## src/sbgl_pkg.sv

```systemverilog
// shared constants and types for the global and lane a setup bank
`default_nettype none
package sbgl_pkg;

  localparam int unsigned DATA_W = 16;

  ////////////////////////////////////////////////////////////////////////////
  // management frame
  localparam logic [4:0] REG_CTRL   = 5'h00;
  localparam logic [4:0] REG_GLOBAL = 5'h10;
  localparam logic [4:0] REG_LANE_A = 5'h11;
  localparam logic [1:0] OP_WRITE   = 2'h1;
  localparam logic [1:0] OP_READ    = 2'h2;
  localparam logic [5:0] PRE_MIN    = 6'h20;
  localparam logic [3:0] HDR_LAST   = 4'hb;
  localparam logic [3:0] DATA_LAST  = 4'hf;

  ////////////////////////////////////////////////////////////////////////////
  // global_setup fields
  localparam int unsigned G_UPPER_PAIR_PORT_PICK = 12;
  localparam int unsigned G_LOWER_PAIR_PORT_PICK = 11;
  localparam int unsigned G_PORT_PICK_MODE       = 10;
  localparam int unsigned G_FANOUT_MODE          = 9;
  localparam int unsigned G_SIGNAL_LOSS_REPORT   = 8;
  localparam int unsigned G_CFG_CODE_HI          = 7;
  localparam int unsigned G_CFG_CODE_LO          = 6;
  localparam int unsigned G_EMPHASIS_LEVEL_HI    = 5;
  localparam int unsigned G_EMPHASIS_LEVEL_LO    = 4;
  localparam int unsigned G_PSEUDO_RANDOM_TEST   = 2;
  localparam int unsigned G_COMMA_ALIGN          = 1;
  localparam logic [15:0] GLOBAL_RST   = 16'h0102;
  localparam logic [15:0] GLOBAL_WMASK = 16'h1ff6;

  ////////////////////////////////////////////////////////////////////////////
  // lane_a_setup fields
  localparam int unsigned L_SIGNAL_LOSS_REPORT = 8;
  localparam int unsigned L_CFG_CODE_HI        = 7;
  localparam int unsigned L_CFG_CODE_LO        = 6;
  localparam int unsigned L_EMPHASIS_LEVEL_HI  = 5;
  localparam int unsigned L_EMPHASIS_LEVEL_LO  = 4;
  localparam int unsigned L_LOOPBACK           = 3;
  localparam int unsigned L_PSEUDO_RANDOM_TEST = 2;
  localparam int unsigned L_COMMA_ALIGN        = 1;
  localparam int unsigned L_POWER_DOWN         = 0;
  localparam logic [15:0] LANE_A_RST   = 16'h0132;
  localparam logic [15:0] LANE_A_WMASK = 16'h01ff;

  ////////////////////////////////////////////////////////////////////////////
  // control register, only the bits this bank combines with
  localparam int unsigned C_LOOPBACK   = 14;
  localparam int unsigned C_POWER_DOWN = 11;
  localparam logic [15:0] CTRL_RST     = 16'h0000;
  localparam logic [15:0] CTRL_WMASK   = 16'h4800;
  localparam logic [15:0] CTRL_FIXED   = 16'h2140;

  typedef enum logic [2:0] {
    ST_PRE,
    ST_START,
    ST_HDR,
    ST_TA,
    ST_DATA,
    ST_REL
  } sbgl_fsm_t;

endpackage : sbgl_pkg
`default_nettype wire

```

## src/sbgl_mdc_if.sv

```systemverilog
// management clock edge events passed from the sampler to the bank
`timescale 1ns/1ps
`default_nettype none
interface sbgl_mdc_if;
  logic rise;
  logic bit_val;
  modport src (output rise, output bit_val);
  modport snk (input rise, input bit_val);
endinterface : sbgl_mdc_if
`default_nettype wire

```

## src/sbgl_mdc_edge.sv

```systemverilog
// detects management clock rising edges and captures the data bit
`timescale 1ns/1ps
`default_nettype none
module sbgl_mdc_edge
  import sbgl_pkg::*;
(
  input  wire logic   clk_in,
  input  wire logic   resetn_in,
  input  wire logic   clk_en_in,
  input  wire logic   mdc_in,
  input  wire logic   mdio_in,
  sbgl_mdc_if.src     ev
);

  typedef struct packed {
    logic mdc;
    logic rise;
    logic bit_val;
  } sbgl_edge_st_t;

  sbgl_edge_st_t r_q;
  sbgl_edge_st_t r_d;

  always_comb begin
    r_d      = r_q;
    r_d.mdc  = mdc_in;
    r_d.rise = mdc_in & ~r_q.mdc;
    if (mdc_in && !r_q.mdc) begin
      r_d.bit_val = mdio_in;
    end
  end

  always_ff @(posedge clk_in) begin
    if (!resetn_in) begin
      r_q <= '0;
    end else if (clk_en_in) begin
      r_q <= r_d;
    end
  end

  // pulse is one cycle wide and gated by the clock enable, so a frozen clock enable cannot stretch it
  assign ev.rise    = r_q.rise & clk_en_in;
  assign ev.bit_val = r_q.bit_val;

endmodule : sbgl_mdc_edge
`default_nettype wire

```

## src/sbgl_rd_mux.sv

```systemverilog
// read data selection for the management registers
`timescale 1ns/1ps
`default_nettype none
module sbgl_rd_mux
  import sbgl_pkg::*;
(
  input  wire logic [4:0]        reg_addr_in,
  input  wire logic [DATA_W-1:0] glb_in,
  input  wire logic [DATA_W-1:0] lna_in,
  input  wire logic [DATA_W-1:0] ctl_in,
  output var  logic [DATA_W-1:0] rd_data_out
);

  always_comb begin
    case (reg_addr_in)
      REG_CTRL:   rd_data_out = (ctl_in & CTRL_WMASK) | CTRL_FIXED;
      REG_GLOBAL: rd_data_out = glb_in & GLOBAL_WMASK;
      REG_LANE_A: rd_data_out = lna_in & LANE_A_WMASK;
      // registers outside this bank answer with zero
      default:    rd_data_out = '0;
    endcase
  end

endmodule : sbgl_rd_mux
`default_nettype wire

```

## src/sbgl_top.sv

```systemverilog
// management register bank: global setup and lane a setup over mdio
//
// Summary of operation
// - port-choice mode: global bit 12 picks lane C when set, D when clear
// - port-choice mode: global bit 11 picks lane B when set, A when clear
// - global bit 10 enables port-choice mode; resets zero, reads back
// - global bit 9 enables fan-out mode; resets zero, reads back
// - global bit 8 allows signal-loss reporting, not combined with lane A bit 8; resets one
// - global bits 7:6 hold the operating role code; reset zero
// - global bits 5:4 hold transmit emphasis level; reset zero
// - global bit 2 enables pseudo-random test on all lanes; reset zero
// - global bit 1 enables comma alignment on all lanes; resets one
// - global bits 15:13, 3 and 0 are reserved and read-only
// - lane A bit 8 allows lane A signal-loss reporting; resets one
// - lane A bits 7:6 hold lane A role code; reset zero
// - lane A bits 5:4 hold lane A emphasis level; both reset one
// - lane A bit 3 loopback, effective value ORed with control bit 14
// - lane A bit 2 pseudo-random test, ORed with global bit 2
// - lane A bit 1 comma alignment, resets one, ORed with global bit 1
// - lane A bit 0 power down, ORed with control bit 11
// - control bit 14 enables loopback on all lanes; resets zero
// - control bit 11 power down is ORed with the inverted enable pin
// - bits sampled and launched on management clock rise, up to 10 MHz
`timescale 1ns/1ps
`default_nettype none
module sbgl_top
  import sbgl_pkg::*;
(
  input  wire logic       clk_in,
  input  wire logic       resetn_in,
  input  wire logic       clk_en_in,
  input  wire logic       mdc_in,
  input  wire logic       mdio_in,
  input  wire logic [4:0] phy_addr_in,
  input  wire logic       dev_enable_in,
  output var  logic       mdio_drv_out,
  output var  logic       mdio_oe_out,
  output var  logic       upper_pair_port_pick_out,
  output var  logic       lower_pair_port_pick_out,
  output var  logic       port_pick_mode_out,
  output var  logic       fanout_mode_out,
  output var  logic       signal_loss_report_out,
  output var  logic [1:0] cfg_code_out,
  output var  logic [1:0] emphasis_level_out,
  output var  logic       pseudo_random_test_out,
  output var  logic       comma_align_out,
  output var  logic       lane_a_signal_loss_report_out,
  output var  logic [1:0] lane_a_cfg_code_out,
  output var  logic [1:0] lane_a_emphasis_level_out,
  output var  logic       lane_a_loopback_out,
  output var  logic       lane_a_pseudo_random_test_out,
  output var  logic       lane_a_comma_align_out,
  output var  logic       lane_a_power_down_out,
  output var  logic       loopback_all_out,
  output var  logic       power_down_all_out
);

  ////////////////////////////////////////////////////////////////////////////
  // state

  typedef struct packed {
    sbgl_fsm_t         fsm;
    logic [5:0]        pre_cnt;
    logic [3:0]        cnt;
    logic [DATA_W-1:0] sh;
    logic              is_rd;
    logic [4:0]        reg_addr;
    logic [DATA_W-1:0] glb;
    logic [DATA_W-1:0] lna;
    logic [DATA_W-1:0] ctl;
    logic              mdio_drv;
    logic              mdio_oe;
    logic              eff_loop;
    logic              eff_prt;
    logic              eff_comma;
    logic              eff_pdn;
    logic              pdn_all;
  } sbgl_st_t;

  localparam sbgl_st_t RST_ST = '{
    fsm:       ST_PRE,
    pre_cnt:   6'h00,
    cnt:       4'h0,
    sh:        16'h0000,
    is_rd:     1'b0,
    reg_addr:  5'h00,
    glb:       GLOBAL_RST,
    lna:       LANE_A_RST,
    ctl:       CTRL_RST,
    mdio_drv:  1'b0,
    mdio_oe:   1'b0,
    eff_loop:  1'b0,
    eff_prt:   1'b0,
    eff_comma: 1'b1,
    eff_pdn:   1'b0,
    pdn_all:   1'b0
  };

  sbgl_st_t          r_q;
  sbgl_st_t          r_d;
  logic              wr_fire;
  logic [DATA_W-1:0] rd_data;
  logic [DATA_W-1:0] wdata;
  logic [1:0]        hdr_op;

  sbgl_mdc_if ev ();

  sbgl_mdc_edge u_edge (
    .clk_in    (clk_in),
    .resetn_in (resetn_in),
    .clk_en_in (clk_en_in),
    .mdc_in    (mdc_in),
    .mdio_in   (mdio_in),
    .ev        (ev)
  );

  sbgl_rd_mux u_rd_mux (
    .reg_addr_in (r_q.reg_addr),
    .glb_in      (r_q.glb),
    .lna_in      (r_q.lna),
    .ctl_in      (r_q.ctl),
    .rd_data_out (rd_data)
  );

  ////////////////////////////////////////////////////////////////////////////
  // frame engine and register writes

  // next shift value from registered state only, so no loop through r_d
  assign wdata  = {r_q.sh[DATA_W-2:0], ev.bit_val};
  assign hdr_op = wdata[11:10];

  always_comb begin
    r_d     = r_q;
    wr_fire = 1'b0;
    if (ev.rise) begin
      unique case (r_q.fsm)
        ST_PRE: begin
          if (ev.bit_val) begin
            if (r_q.pre_cnt != PRE_MIN) begin
              r_d.pre_cnt = r_q.pre_cnt + 6'h01;
            end
          end else begin
            r_d.pre_cnt = 6'h00;
            if (r_q.pre_cnt == PRE_MIN) begin
              r_d.fsm = ST_START;
            end
          end
        end
        ST_START: begin
          r_d.cnt = 4'h0;
          r_d.fsm = ev.bit_val ? ST_HDR : ST_PRE;
        end
        ST_HDR: begin
          r_d.sh  = {r_q.sh[DATA_W-2:0], ev.bit_val};
          r_d.cnt = r_q.cnt + 4'h1;
          if (r_q.cnt == HDR_LAST) begin
            r_d.cnt = 4'h0;
            // foreign address or bad opcode: idle until the next preamble
            if ((hdr_op == OP_WRITE || hdr_op == OP_READ)
                && wdata[9:5] == phy_addr_in) begin
              r_d.fsm      = ST_TA;
              r_d.is_rd    = (hdr_op == OP_READ);
              r_d.reg_addr = wdata[4:0];
            end else begin
              r_d.fsm = ST_PRE;
            end
          end
        end
        ST_TA: begin
          r_d.cnt = r_q.cnt + 4'h1;
          if (r_q.cnt[0]) begin
            r_d.cnt = 4'h0;
            r_d.fsm = ST_DATA;
            if (r_q.is_rd) begin
              r_d.mdio_oe  = 1'b1;
              r_d.mdio_drv = 1'b0;
              r_d.sh       = rd_data;
            end
          end
        end
        ST_DATA: begin
          r_d.cnt = r_q.cnt + 4'h1;
          if (r_q.is_rd) begin
            r_d.mdio_drv = r_q.sh[DATA_W-1];
            r_d.sh       = {r_q.sh[DATA_W-2:0], 1'b0};
          end else begin
            r_d.sh = {r_q.sh[DATA_W-2:0], ev.bit_val};
          end
          if (r_q.cnt == DATA_LAST) begin
            r_d.fsm = r_q.is_rd ? ST_REL : ST_PRE;
            wr_fire = !r_q.is_rd;
          end
        end
        ST_REL: begin
          // hold the last bit a full management clock period, until the next mdc rise, before letting go of the line
          r_d.mdio_oe  = 1'b0;
          r_d.mdio_drv = 1'b0;
          r_d.fsm      = ST_PRE;
        end
      endcase
    end

    if (wr_fire) begin
      if (r_q.reg_addr == REG_GLOBAL) begin
        r_d.glb = wdata & GLOBAL_WMASK;
      end
      if (r_q.reg_addr == REG_LANE_A) begin
        r_d.lna = wdata & LANE_A_WMASK;
      end
      if (r_q.reg_addr == REG_CTRL) begin
        r_d.ctl = wdata & CTRL_WMASK;
      end
    end

    // effective lane a controls track the next register values
    r_d.eff_loop  = r_d.lna[L_LOOPBACK] | r_d.ctl[C_LOOPBACK];
    r_d.eff_prt   = r_d.lna[L_PSEUDO_RANDOM_TEST]
                  | r_d.glb[G_PSEUDO_RANDOM_TEST];
    r_d.eff_comma = r_d.lna[L_COMMA_ALIGN]
                  | r_d.glb[G_COMMA_ALIGN];
    r_d.pdn_all   = r_d.ctl[C_POWER_DOWN] | ~dev_enable_in;
    r_d.eff_pdn   = r_d.lna[L_POWER_DOWN] | r_d.pdn_all;
  end

  always_ff @(posedge clk_in) begin
    if (!resetn_in) begin
      r_q <= RST_ST;
    end else if (clk_en_in) begin
      r_q <= r_d;
    end
  end

  ////////////////////////////////////////////////////////////////////////////
  // outputs

  assign mdio_drv_out             = r_q.mdio_drv;
  assign mdio_oe_out              = r_q.mdio_oe;
  assign upper_pair_port_pick_out = r_q.glb[G_UPPER_PAIR_PORT_PICK];
  assign lower_pair_port_pick_out = r_q.glb[G_LOWER_PAIR_PORT_PICK];
  assign port_pick_mode_out       = r_q.glb[G_PORT_PICK_MODE];
  assign fanout_mode_out          = r_q.glb[G_FANOUT_MODE];
  assign signal_loss_report_out   = r_q.glb[G_SIGNAL_LOSS_REPORT];
  assign cfg_code_out             = {r_q.glb[G_CFG_CODE_HI],
                                     r_q.glb[G_CFG_CODE_LO]};
  assign emphasis_level_out       = {r_q.glb[G_EMPHASIS_LEVEL_HI],
                                     r_q.glb[G_EMPHASIS_LEVEL_LO]};
  assign pseudo_random_test_out   = r_q.glb[G_PSEUDO_RANDOM_TEST];
  assign comma_align_out          = r_q.glb[G_COMMA_ALIGN];
  assign lane_a_signal_loss_report_out =
    r_q.lna[L_SIGNAL_LOSS_REPORT];
  assign lane_a_cfg_code_out      = {r_q.lna[L_CFG_CODE_HI],
                                     r_q.lna[L_CFG_CODE_LO]};
  assign lane_a_emphasis_level_out = {r_q.lna[L_EMPHASIS_LEVEL_HI],
                                      r_q.lna[L_EMPHASIS_LEVEL_LO]};
  assign lane_a_loopback_out           = r_q.eff_loop;
  assign lane_a_pseudo_random_test_out = r_q.eff_prt;
  assign lane_a_comma_align_out        = r_q.eff_comma;
  assign lane_a_power_down_out         = r_q.eff_pdn;
  assign loopback_all_out              = r_q.ctl[C_LOOPBACK];
  assign power_down_all_out            = r_q.pdn_all;
endmodule : sbgl_top
`default_nettype wire

```

## config.mk

```make
export PLATFORM = sky130hd
export DESIGN_NAME = sbgl_top
export DESIGN_NICKNAME = d
export VERILOG_FILES = /design/src/sbgl_pkg.sv /design/src/sbgl_mdc_if.sv /design/src/sbgl_mdc_edge.sv /design/src/sbgl_rd_mux.sv /design/src/sbgl_top.sv
export SDC_FILE = /design/constraint.sdc
export NUM_CORES = 1
export LEC_CHECK = 0
export BUFFER_PORTS_ARGS = -buffer_cell sky130_fd_sc_hd__buf_2
export CAP_MARGIN = 20
export CORE_MARGIN = 2
export CORE_UTILIZATION = 35
export CTS_CLUSTER_DIAMETER = 30
export DETAILED_ROUTE_END_ITERATION = 8
export PLACE_DENSITY_LB_ADDON = 0.08
export SYNTH_ARGS = -nofsm -noshare
export SYNTH_HDL_FRONTEND = slang
export SYNTH_SLANG_ARGS = --single-unit
```

## constraint.sdc

```tcl
create_clock -name clk_in -period 5 [get_ports clk_in]
set_clock_uncertainty 0.15 [all_clocks]
set_input_delay 1 -clock clk_in [delete_from_list [all_inputs] [get_ports clk_in]]
set_output_delay 1 -clock clk_in [all_outputs]
set_load 0.02 [all_outputs]
```

Word-level counts from Yosys, hierarchy flattened

Index checks and enable logic that the tools add are counted.

Register bits: 67
Output and inout port bits: 24
Logic and storage cells: 105
Bits of input ports: 11

$add $sub $neg: 2
Equality and inequality tests: 22
Bitwise operators: 9
Multiplexer cells: 30
Reductions and logical operators: 21

Operator list:

| kind                | number |
|---|---|
| $pmux 16 s3         | 1 |
| $pmux 15 s3         | 1 |
| $mux 35             | 1 |
| $mux 3              | 7 |
| $mux 20             | 1 |
| $pmux 3 s6          | 1 |
| $mux 16             | 1 |
| $ne 2x2->1 const B  | 8 |
| $pmux 4 s4          | 1 |
| $mux 15             | 1 |
| $reduce_and 5->1    | 3 |
| $mux 6              | 2 |
| $eq 5x5->1 const B  | 2 |
| $mux 9              | 1 |
| $reduce_and 3->1    | 3 |
| $eq 4x4->1 const B  | 2 |
| $mux 2              | 4 |
| $reduce_and 7->1    | 1 |
| $add 6x1->6 const B | 1 |
| $eq 3x2->1 const B  | 2 |
| $eq 3x3->1 const B  | 2 |
| $eq 6x6->1 const B  | 1 |
| $ne 6x6->1 const B  | 1 |
| $reduce_and 6->1    | 1 |
| 22 further kinds    | 35 |

Longest topological paths before layout

Gate-level depths: netlist (run 1).

Word-level depth: 7
Gate-level depth with buffers: 7
Mapped depth without buffers: 7

Cells and area by module

Synthesis (run 1) repeated with hierarchy kept, for this count alone.

Cells, all modules: 485
Area total of the unflattened synthesis: 3921.3 sq um

By module, submodules not included:

| module        | instances | area an instance (sq um) | sequential area each (sq um) | cells each |
|---|---|---|---|---|
| sbgl_top      | 1         | 3564.7                   | 1281.2                       | 436 |
| sbgl_rd_mux   | 1         | 234.0                    | 0.0                          | 37 |
| sbgl_mdc_edge | 1         | 122.6                    | 60.1                         | 12 |

Least setup slack after synthesis (run 1)

No wires, ideal clock.

Kind: in2reg
Start point: input port clk_en_in
End point: register r_q[59] (netlist bit)
Data required time: 4.722 ns
Setup time: 0.128 ns
Path slack: 2.484 ns
Arrival time: 2.238 ns
Path buffers: 2
Stages on the path: 7
Cell sequence: clkbuf_1 -> nand2_1 -> clkbuf_1 -> nor3_1 -> nand4_1 -> mux2i_1 -> nor2_1

Cells in the longest elaborated chain, start to end: 2

RTL lines:

| what                                | RTL line            | RTL |
|---|---|---|
| from (decl)                         | sbgl_top.sv:31      | `input wire logic clk_en_in,` |
| $and 1x1->1                         | sbgl_mdc_edge.sv:42 | `assign ev.rise = r_q.rise & clk_en_in;` |
| $reduce_and 5->1 (no source line) * | n/a                 |  |
| to (signal assigned)                | sbgl_top.sv:229     | `r_q <= r_d;` |
| to (decl)                           | sbgl_top.sv:99      | `sbgl_st_t r_q;` |

Every way passes the cells marked *; elsewhere a longest branch is shown, timed or not.
A chain may end at the register's enable or synchronous reset.

Worst setup path after layout (run 1)

Start point: register r_q[89] (netlist bit)
End point: register r_q, in the netlist lane_a_comma_align_out

Cells in the longest elaborated chain, start to end: 5

RTL lines:

| what       | RTL line        | RTL |
|---|---|---|
| $eq 3x3->1 | sbgl_top.sv:136 | `unique case (r_q.fsm)` |
| $mux 1     | sbgl_top.sv:136 |  |
| $mux 1     | sbgl_top.sv:135 | `if (ev.rise) begin` |
| $mux 35    | sbgl_top.sv:203 | `if (wr_fire) begin` |
| $or 1x1->1 | sbgl_top.sv:220 | `\| r_d.glb[G_COMMA_ALIGN];` |

Every way passes these cells.

==> results of run 1 <==
## stage by stage
step | instance area, um2 | utilization [%] | cells | setup WS (ns)
final | 3690 | 40.31 | 507 | 2.190
after global routing | 3690 | 40.31 | 507 | 1.974
after CTS | 3690 | 40.31 | 507 | 2.168
after detailed placement | 3442 | 37.61 | 491 | 1.961
after global placement | 3442 | 37.61 | 491 | 2.009
after floorplan | 3273 | - | 375 | 2.484
## area by class of cell
| type | count | area share (%) |
|---|---|---|
| Tap cell | 111 | 3.764 |
| Inverter | 7 | 0.7121 |
| Sequential cell | 67 | 36.35 |
| Timing Repair Buffer | 37 | 5.222 |
| Clock inverter | 7 | 3.357 |
| Multi-Input combinational cell | 269 | 47.24 |
| Clock buffer | 9 | 3.357 |
## cell usage after synthesis (all sizes together), types with 4 or more instances
library cell and instances:
nand3 8, and2 4, o21ai 26, a32oi 8, xor2 9, ha 5
inv 6, a31oi 5, mux2 5, nand2b 7, dfxtp 67, nand4 5
clkbuf 18, a21oi 31, nor3 10, nand2 18, nand3b 4, nor2 46
mux2i 35, a22oi 8, buf 14, nor2b 6
## state kept, by name, indices dropped and copies added, names as in the netlist, 2 cells and up
name	cells
lane_a_cfg_code_out	2
lane_a_emphasis_level_out	2
r_q	38
hdr_op	2
u_edge.r_q	2
emphasis_level_out	2
cfg_code_out	2
## layer usage
| layer | track usage, % | wire [um] |
|---|---|---|
| met1 | 24.56 | 4239 |
| met2 | 24.97 | 3453 |
| met3 | 3.467 | 223 |
| met4 | 7.165 | 125 |
| met5 | 0 | 0 |
## how the worst max path moves through the flow
stage | endpoint | slack [ns] | cells past startpoint
detailed placement | lane_a_comma_align_out$_SDFFE_PN1P_ | 1.96 | 6
floorplan | r_q[59]$_SDFFE_PN0P_ | 2.48 | 7
global placement | lane_a_comma_align_out$_SDFFE_PN1P_ | 2.01 | 6
global route | r_q[75]$_SDFFE_PN0P_ | 1.97 | 5
finish | lane_a_comma_align_out$_SDFFE_PN1P_ | 2.19 | 5
CTS | lane_a_comma_align_out$_SDFFE_PN1P_ | 2.17 | 5
## critical path, stage by stage, from the launching register on
cell and delay, ns:
dfxtp_1 0.54, or3b_1 0.59, nor4_4 0.89, mux2i_1 0.26
and2_4 0.16, a32oi_1 0.08
## power by group
group | internal (uW) | total, uW | switching (uW)
Combinational | 12.8 | 38.4 | 25.6
Sequential | 537 | 542 | 4.93
Clock | 335 | 567 | 233
## cell families (layout without fill, tap and decap cells)
logic type | count (synthesis) | in the layout | share of synthesized area, %
compound gates | 91 | 91 | 16.82
xor+xnor | 10 | 10 | 2.676
fa+ha+maj | 5 | 5 | 1.911
buf+inv | 39 | 60 | 5.886
flops | 67 | 67 | 40.98
mux | 40 | 40 | 12.42
simple gates | 123 | 123 | 19.30
==> metrics.yaml, run 1 <==
global_route:
  grt_pass1_wl_mm: 13.40
  grt_usage_pct: 17.15
  grt_max_degree: 35
  antenna_found_initial: 0
  grt_pass1_vias: 2512
  grt-ovfl-total: 0
worst_setup_path:
  critPathLaunchType: "flop"
  cp_data_arrival_time_ns: 2.87
  cp_max_fo: 12
  rr_startpoint: "r_q[89]$_SDFFE_PN0P_"
  worstPathRequired_ns: 5.06
  r2r-end: "lane_a_comma_align_out$_SDFFE_PN1P_"
  endpoint_kind: "flop"
  path_class: "flop to flop"
  r2r_cells: 5
  rrSetupSlack_ns: 2.19
  crit_start: "r_q[89]$_SDFFE_PN0P_"
logic_synthesis:
  synth_edf_count: 0
  synth_top_area_share_pct: 40.98
  ys_seq_area_share_pct: 40.98
  synth_warnings: 0
  synth.distinct_cells: 47
  synth_fp_nets: 391
  synth_top_cell_by_area: "dfxtp_1"
  avgSynthCellArea_um2: 8.728
  yosys_most_used_dff: "dfxtp_1"
  ys_ff_latch: 67
  synthCells: 375
  syn_area_um2: 3273
  postSynth.asyncResetShare_pct: 0
  synth_area_leaders: "dfxtp_1 (41%), mux2i_1 (11%), nor2_1 (5.2%)"
floorplanning:
  dieHeight_um: 100.7
  io_pins: 35
  dieArea_um2: 10140
  fp.dieW_um: 100.7
  rows: 35
  core_area_um2: 9153
  start_util_pct: 35.76
status:
  outcome: "finished clean"
clocking:
  cts_buffers: 9
  postCtsResizedCells: 0
  root_buffer: "clkbuf_8"
  ctsHtreeMaxLevel: 3
  cts_sinks: 67
  cts_buffer_depth: 2
  hold_buffers: 0
  clk_pin_slew_ns: 0.08
  cts_setup_buffers: 0
  cts_tree: "built"
  clock_latency_ns: 0.35
hold_path:
  hold_start: "r_q[75]$_SDFFE_PN0P_"
  min_path_cells: 2
  hp-class: "flop to flop"
  whs_endpoint: "r_q[76]$_SDFFE_PN0P_"
routing:
  drt-initial-drc-count: 153
  wl_per_cell_um: 15.86
  drt-pass1-iter-count: 4
  vias: 2660
  drc_errors: 0
  antenna_left: 0
  via_per_inst: 5.247
  wl_mm: 8.041
final_layout:
  diodes: 0
  area_growth_pct: 12.73
  layout_commonest_cell: "dfxtp_1"
  drive_gt1_share_pct: 16.16
  multi_input_area_um2: 1743
  nets: 407
  fill_cells: 925
  mostFrequentLayoutCells: "dfxtp_1 (67), nor2_1 (45), mux2i_1 (35)"
  seq_area_um2: 1341
power_and_ir_drop:
  power.density_nw_per_um2: 311.0
  ir_worst_vdd_v: 0.0001376
  power.total_uw: 1148
  p_leak_uw: 0.001495
sta:
  rsz0062_at_grt: "no"
  whs_ns: 0.3195
  slew_headroom_pct: 38.61
  hold_violations: 0
  max_freq_mhz: 355.9
  timing.final.crit_share_pct: 56.20
  setup_viol: 0
  tightest_slew_ns: 0.9139
  finalMaxSlewViolations: 0
  fin_crit_ns: 2.810
  setup_tns_ns: 0
job:
  cap_violations: 0
placement:
  gp_congestion: 0.7528
  dpl.hpwl_mm: 5.215
  port_buffers: 34
Note: power is estimated with default switching activity, not from simulation.
==> inputs of run 2 (changes only) <==
--- a/config.mk
+++ b/config.mk
@@ -5,6 +5,7 @@
 export SDC_FILE = /design/constraint.sdc
 export NUM_CORES = 1
 export LEC_CHECK = 0
+export ABC_AREA = 1
 export BUFFER_PORTS_ARGS = -buffer_cell sky130_fd_sc_hd__buf_2
 export CAP_MARGIN = 20
 export CORE_MARGIN = 2
==> constraint.sdc (replaced) <==
create_clock -name clk_in -period 2.4 [get_ports clk_in]
set_clock_uncertainty 0.15 [all_clocks]
set_input_delay 0.48 -clock clk_in [delete_from_list [all_inputs] [get_ports clk_in]]
set_output_delay 0.48 -clock clk_in [all_outputs]
set_load 0.02 [all_outputs]
==> run 2 against run 1 <==
  * Synthesized area is 6.0% higher
  * Utilization is 0.55 points higher
  * Cell area is 7.3% higher
  * Maximum frequency is 43% higher
  * Sequential share of layout area is 2.5 points lower
  * Synthesized cell count is 35% higher
  * Worst setup slack worse by 1.8 ns
  * Register-to-register slack worse by 1.8 ns
  * Highest routed layer unchanged
==> metrics.yaml, run 2 <==
sta:
  hold_violations: 0  # unchanged
  whs_ns: 0.2596  # -0.05987 ns
  setup_viol: 0  # unchanged
  finalMaxSlewViolations: 0  # unchanged
  max_freq_mhz: 509.4  # +43%
  tightest_slew_ns: 0.4509  # -0.4630 ns
  timing.final.crit_share_pct: 81.80  # +26 points
  fin_crit_ns: 1.963  # -0.8468 ns
  setup_tns_ns: 0  # unchanged
  rsz0062_at_grt: "no"
  slew_headroom_pct: 69.83  # +31 points
logic_synthesis:
  synth_top_cell_by_area: "dfxtp_1"
  synth.distinct_cells: 38  # -19%
  avgSynthCellArea_um2: 6.827  # -22%
  synth_edf_count: 0  # unchanged
  postSynth.asyncResetShare_pct: 0  # unchanged
  synth_fp_nets: 524  # +34%
  syn_area_um2: 3468  # +6.0%
  synthCells: 508  # +35%
  synthTopCellsByCount: "nand2_1 (117), dfxtp_1 (67), nor2_1 (60)"
  synth_warnings: 0  # unchanged
  ys_ff_latch: 67  # unchanged
  synth_area_leaders: "dfxtp_1 (39%), nand2_1 (13%), a21oi_1 (7.1%)"
  ys_seq_area_share_pct: 38.67  # -2.3 points
  synth_top_area_share_pct: 38.67  # -2.3 points
  yosys_most_used_dff: "dfxtp_1"
  yosys.cell_count.top_type: "nand2_1"
clocking:
  cts_sinks: 67  # unchanged
  cts_buffers: 9  # unchanged
  ctsHtreeMaxLevel: 3  # unchanged
  postCtsResizedCells: 0  # unchanged
  clock_latency_ns: 0.35  # about the same
  root_buffer: "clkbuf_8"
  cts_setup_buffers: 0  # unchanged
  clk_pin_slew_ns: 0.08  # about the same
  hold_buffers: 0  # unchanged
  cts_tree: "built"
  cts_buffer_depth: 2  # unchanged
worst_setup_path:
  r2r-end: "lane_a_comma_align_out$_SDFFE_PN1P_"
  cp_data_arrival_time_ns: 2.10  # -0.77 ns
  worstPathRequired_ns: 2.54  # -2.52 ns
  path_class: "flop to flop"
  rr_startpoint: "r_q[77]$_SDFFE_PN0P_"
  endpoint_kind: "flop"
  cp_max_fo: 13  # +1
  critPathLaunchType: "flop"
  r2r_cells: 11  # +6
  rrSetupSlack_ns: 0.44  # -1.75 ns
  crit_start: "r_q[77]$_SDFFE_PN0P_"
job:
  cap_violations: 0  # unchanged
routing:
  wl_mm: 9.116  # +13%
  antenna_left: 0  # unchanged
  wl_met1_mm: 4.543  # +7.2%
  routed.top_layer: "met4"
  wl_per_cell_um: 13.45  # -15%
  via_per_inst: 4.701  # -10%
  wl_met3_um: 222  # -0.45%
  drt-initial-drc-count: 117  # -24%
  drc_errors: 0  # unchanged
  vias: 3187  # +20%
  dr_wl_met2_mm: 4.252  # +23%
  drt-pass1-iter-count: 5  # +1
final_layout:
  diodes: 0  # unchanged
  nets: 556  # +37%
  largest_register: "r_q"
  drive_gt1_share_pct: 16.88  # +0.72 points
  layout_commonest_cell: "nand2_1"
  largest_reg_flops: 38  # unchanged
  area_growth_pct: 14.11
  mostFrequentLayoutCells: "nand2_1 (117), dfxtp_1 (67), nor2_1 (60)"
global_route:
  grt_pass1_wl_mm: 14.95  # +12%
  grt_pass1_vias: 2956  # +18%
  grt-ovfl-total: 0  # unchanged
  antenna_found_initial: 0  # unchanged
  grt_max_degree: 33  # -5.7%
  grt_usage_pct: 17.27  # +0.12 points
floorplanning:
  io_pins: 35  # unchanged
  core_area_um2: 9684  # +5.8%
  fp.dieW_um: 103.5  # +2.8%
  dieArea_um2: 10720  # +5.7%
  rows: 36  # +2.9%
  start_util_pct: 35.81  # +0.052 points
  dieHeight_um: 103.5  # +2.8%
hold_path:
  min_path_cells: 3  # +1
  hold_start: "mdc_in"
  whs_endpoint: "u_edge.r_q[2]$_SDFFE_PN0P_"
  hp-class: "input pin to flop"
placement:
  dpl.hpwl_mm: 6.702  # +29%
  port_buffers: 34  # unchanged
  gp_congestion: 0.8105  # +7.7%
power_and_ir_drop:
  ir_worst_vdd_v: 0.0003158  # +130%
  p_leak_uw: 0.001801  # +21%
  power.density_nw_per_um2: 581.3  # +87%
status:
  outcome: "finished clean"
## run 2: changes by cell type in the layout (fill, tap and decap cells not counted), sizes merged, moves of 7 or more
cell / before / now
nand2b: 7 / 0
nor2: 46 / 65
mux2i: 35 / 0
nand2: 18 / 121
xor2: 9 / 2
a21oi: 31 / 54
o21ai: 26 / 49
nand3: 8 / 39
a22oi: 8 / 0
a32oi: 8 / 0
inv: 7 / 59
## run 2: cell type report
cell class / count / area [um2]
clock inverter: 6 / 88.84
sequential: 67 / 1341
tap: 133 / 166.4
multi-input combinational: 359 / 1757
timing repair buffer: 43 / 237.7
clock buffer: 10 / 137.6
inverter: 60 / 229.0
fill: 1071 / 5727
## run 2: cells by family (layout without fill, tap and decap cells)
family                   count (synthesis)  in the layout  share of synthesized area [%]
AND/OR/NAND/NOR                        241            241                          30.88
AO/OA/AOI/OAI                          111            111                          17.46
buffers and inverters                   82            119                          10.68
flip-flops                              67             67                          38.67
adder cells (fa/ha/maj)                  5              5                          1.804
XOR/XNOR                                 2              2                         0.5051
## run 2: worst max-delay path by stage
stage                                     endpoint  slack [ns]  cells past startpoint
2_1_floorplan  lane_a_comma_align_out$_SDFFE_PN1P_        0.72                     10
3_3_place_gp          comma_align_out$_SDFFE_PN1P_        0.39                     11
3_5_place_dp   lane_a_comma_align_out$_SDFFE_PN1P_        0.34                     11
4_1_cts        lane_a_comma_align_out$_SDFFE_PN1P_        0.45                     11
5_1_grt                       r_q[66]$_SDFFE_PN0P_        0.23                      9
6_report       lane_a_comma_align_out$_SDFFE_PN1P_        0.44                     11
## run 2: metal layers
metal / vias to the layer above / GRT usage (%)
li1: 1704 / -
met1: 1439 / 23.52
met2: 37 / 27.58
met3: 7 / 3.461
met4: 0 / 5.502
met5: - / 0
## run 2: power breakdown
group	leakage, uW	total (uW)	switching, uW	internal, uW
Sequential	0.000541	1130	7.69	1120
Combinational	0.00115	86.1	58.5	27.6
Clock	0.000108	1090	474	613
## run 2: critical path, cell delays in order, from the launching register on
cell and delay, ns:
dfxtp_1 0.39, ha_1 0.21, nand2_1 0.07, nor2_1 0.15, nand2_2 0.13, nor2_8 0.19, nand2_4 0.12, clkinv_2 0.19
nor2_1 0.06, nor2_1 0.10, nor2_1 0.06, nand2_1 0.08
## run 2: metrics by stage
| stage | worst slack [ns] | power, uW | std cells | instance area [um2] | utilization, % |
|---|---|---|---|---|---|
| 3_3_place_gp | 0.3869 | 1241 | 662 | 3731 | 38.53 |
| 5_1_grt | 0.2293 | 2398 | 678 | 3958 | 40.87 |
| 3_5_place_dp | 0.3422 | 1242 | 662 | 3731 | 38.53 |
| 6_report | 0.4368 | 2301 | 678 | 3958 | 40.87 |
| 2_1_floorplan | 0.7221 | 1207 | 508 | 3468 | - |
| 4_1_cts | 0.4474 | 2334 | 678 | 3958 | 40.87 |
==> inputs of run 3 (changes only) <==
==> constraint.sdc (replaced) <==
create_clock -name clk_in -period 1.84 [get_ports clk_in]
set_clock_uncertainty 0.15 [all_clocks]
set_input_delay 0.368 -clock clk_in [delete_from_list [all_inputs] [get_ports clk_in]]
set_output_delay 0.368 -clock clk_in [all_outputs]
set_load 0.02 [all_outputs]
==> run 3 against run 2 <==
  * Worst setup slack worse by 0.35 ns
  * Sequential share of layout area is 1.4 points lower
  * Non-clock buffer count is 19 higher
  * Clock power is 17% higher
  * Maximum frequency rose by 12%
  * Critical path depth down 2
  * Register-to-register slack worse by 0.35 ns
  * Largest cell class unchanged
==> metrics.yaml, run 3 (synthesized netlist as in run 2, its figures left out) <==
floorplanning:
  core_area_um2: 9684  # unchanged
  rows: 36  # unchanged
  start_util_pct: 35.81  # unchanged
  io_pins: 35  # unchanged
  fp.dieW_um: 103.5  # unchanged
  dieHeight_um: 103.5  # unchanged
  dieArea_um2: 10720  # unchanged
clocking:
  cts_buffer_depth: 2  # unchanged
  cts_buffers: 9  # unchanged
  cts_sinks: 67  # unchanged
  clock_latency_ns: 0.34  # about the same
  hold_buffers: 0  # unchanged
  clk_pin_slew_ns: 0.08  # about the same
  ctsHtreeMaxLevel: 3  # unchanged
  root_buffer: "clkbuf_8"
  cts_tree: "built"
final_layout:
  final_core_util_pct: 42.84  # +2.0 points
  largest_reg_flops: 38  # unchanged
  drive_gt1_share_pct: 22.30  # +5.4 points
  layoutNonFillerInstCount: 698  # +2.9%
  postLayoutCellArea_um2: 4149  # +4.8%
  fill_cells: 1051  # -1.9%
  seq_area_um2: 1346  # +0.37%
  mostFrequentLayoutCells: "nand2_1 (115), dfxtp_1 (63), nor2_1 (58)"
  layout_commonest_cell: "nand2_1"
  diodes: 0  # unchanged
  nets: 576  # +3.6%
  multi_input_area_um2: 1805  # +2.8%
  area_growth_pct: 19.62
  largest_register: "r_q"
sta:
  finalMaxSlewViolations: 0  # unchanged
  fin_crit_ns: 1.754  # -0.2089 ns
  setup_viol: 0  # unchanged
  tightest_slew_ns: 0.4223  # -0.02859 ns
  hold_violations: 0  # unchanged
  setup_tns_ns: 0  # unchanged
  max_freq_mhz: 570.0  # +12%
  slew_headroom_pct: 71.84  # +2.0 points
  timing.final.crit_share_pct: 95.34  # +14 points
power_and_ir_drop:
  ir_worst_vdd_v: 0.0003438  # +8.9%
  p_sw_uw: 709.6  # +31%
  p_leak_uw: 0.001886  # +4.7%
  sw_frac_of_total_pct: 24.72  # +1.2 points
  seq_power_share_pct: 51.2  # +2.2 points
  combinationalPowerShare_pct: 4.2  # +0.5 points
  clock_power_share_pct: 44.6  # -2.7 points
  internal-power_uw: 2161  # +23%
  power.density_nw_per_um2: 692.0  # +19%
worst_setup_path:
  path_buf_inv: 1  # unchanged
  r2r_cells: 9  # -2
  timing.critical_path.mode_cell: "nand2_2"
  rrSetupSlack_ns: 0.09  # -0.35 ns
  critPathLaunchType: "flop"
  slowest_delay_ns: 0.33  # -0.06 ns
  cp_max_fo: 2  # -11
  crit_chain: "ha_1 > nand2_2 > nor2_4 > nand2_2 > buf_12 > o21ai_0 > nand3_1 > nand2_1 > a21oi_1"
  endpoint_kind: "flop"
  path_class: "flop to flop"
  r2r-end: "lane_a_power_down_out$_SDFFE_PN0P_"
  cp_data_arrival_time_ns: 1.83  # -0.27 ns
  worstPathRequired_ns: 1.92  # -0.62 ns
  cpLargestDelayFamily: "simple AND/OR/NAND/NOR gates"
  rr_startpoint: "r_q[77]$_SDFFE_PN0P_"
  crit_slowest_cell: "dfxtp_2"
routing:
  wl_mm: 9.543  # +4.7%
  vias: 3335  # +4.6%
  antenna_left: 0  # unchanged
  drt-initial-drc-count: 135  # +15%
  drt-pass1-iter-count: 4  # -1
  drc_errors: 0  # unchanged
  wl_per_cell_um: 13.67  # +1.7%
  via_per_inst: 4.778  # +1.6%
global_route:
  antenna_found_initial: 0  # unchanged
  grt_max_degree: 39  # +18%
  grt_pass1_vias: 3124  # +5.7%
  grt_pass1_wl_mm: 15.68  # +4.9%
  grt-ovfl-total: 0  # unchanged
  grt_usage_pct: 18.22  # +0.94 points
placement:
  dpl_cell_area_um2: 3859  # +3.4%
  dp.cells: 679  # +2.6%
  port_buffers: 34  # unchanged
  gp_congestion: 0.7833  # -3.4%
  dpl.hpwl_mm: 6.995  # +4.4%
hold_path:
  min_path_cells: 3  # unchanged
  hp-class: "input pin to flop"
  whs_endpoint: "u_edge.r_q[2]$_SDFFE_PN0P_"
  hold_start: "mdc_in"
job:
  cap_violations: 0  # unchanged
status:
  outcome: "finished clean"
## run 3: cell types whose count changed in the layout (fill, tap and decap cells not counted), sizes merged
cell	previous run	this run
clkinv	3	1
nor2	65	66
clkinvlp	2	4
bufinv	2	1
buf	43	62
inv	59	60
## run 3: power groups by stage
stage	clock (uW)	sequential [uW]	combinational (uW)
global placement	0	1500	118
floorplan	0	1510	67.5
finish	1280	1470	121
detailed placement	0	1500	119
global route	1390	1470	136
CTS	1310	1470	119
## run 3: repair_timing
item / 4_1_cts / 5_1_grt
buffers inserted: 0 / 2
gates resized for setup: 0 / 19
endpoints found under the setup margin: 0 / 31
## run 3: stage by stage
step | hold WS (ns) | total power, uW | setup slack (ns)
after floorplan | 0.2747 | 1575 | 0.1621
after global placement | 0.2913 | 1622 | 0.09559
after detailed placement | 0.2918 | 1624 | 0.07011
after CTS | 0.1338 | 2903 | 0.04557
after global routing | 0.1322 | 2993 | -0.01498
final | 0.1559 | 2871 | 0.08568
## run 3: layer usage
layer  up-vias  routed length [um]  track usage, %
met5         -                   0               0
met4         0                  64           4.826
met3         4                 229           4.342
met2        46                4495           30.32
met1      1539                4754           23.74
li1       1746                   -               -
## run 3: area by class of cell
type / instances / share of cell area [%]
Tap cell: 133 / 4.011
Inverter: 60 / 5.669
Timing Repair Buffer: 62 / 9.469
Sequential cell: 67 / 32.45
Multi-Input combinational cell: 360 / 43.52
Clock buffer: 10 / 3.317
Clock inverter: 6 / 1.568
## run 3: worst max path at each step
stage,from,to,slack [ns],cells past startpoint
floorplan,r_q[77]$_SDFFE_PN0P_,lane_a_comma_align_out$_SDFFE_PN1P_,0.16,10
global placement,r_q[77]$_SDFFE_PN0P_,lane_a_comma_align_out$_SDFFE_PN1P_,0.1,11
detailed placement,r_q[77]$_SDFFE_PN0P_,lane_a_comma_align_out$_SDFFE_PN1P_,0.07,11
CTS,r_q[77]$_SDFFE_PN0P_,lane_a_comma_align_out$_SDFFE_PN1P_,0.05,11
global route,r_q[77]$_SDFFE_PN0P_,r_q[87]$_SDFFE_PN0P_,-0.01,11
finish,r_q[77]$_SDFFE_PN0P_,lane_a_power_down_out$_SDFFE_PN0P_,0.09,9
## run 3: worst min-delay path, delay by kind of cell
kind,cells,cell delay (ns)
AO/OA/AOI/OAI,1,0.06
buffers and inverters,1,0.09
AND/OR/NAND/NOR,1,0.07
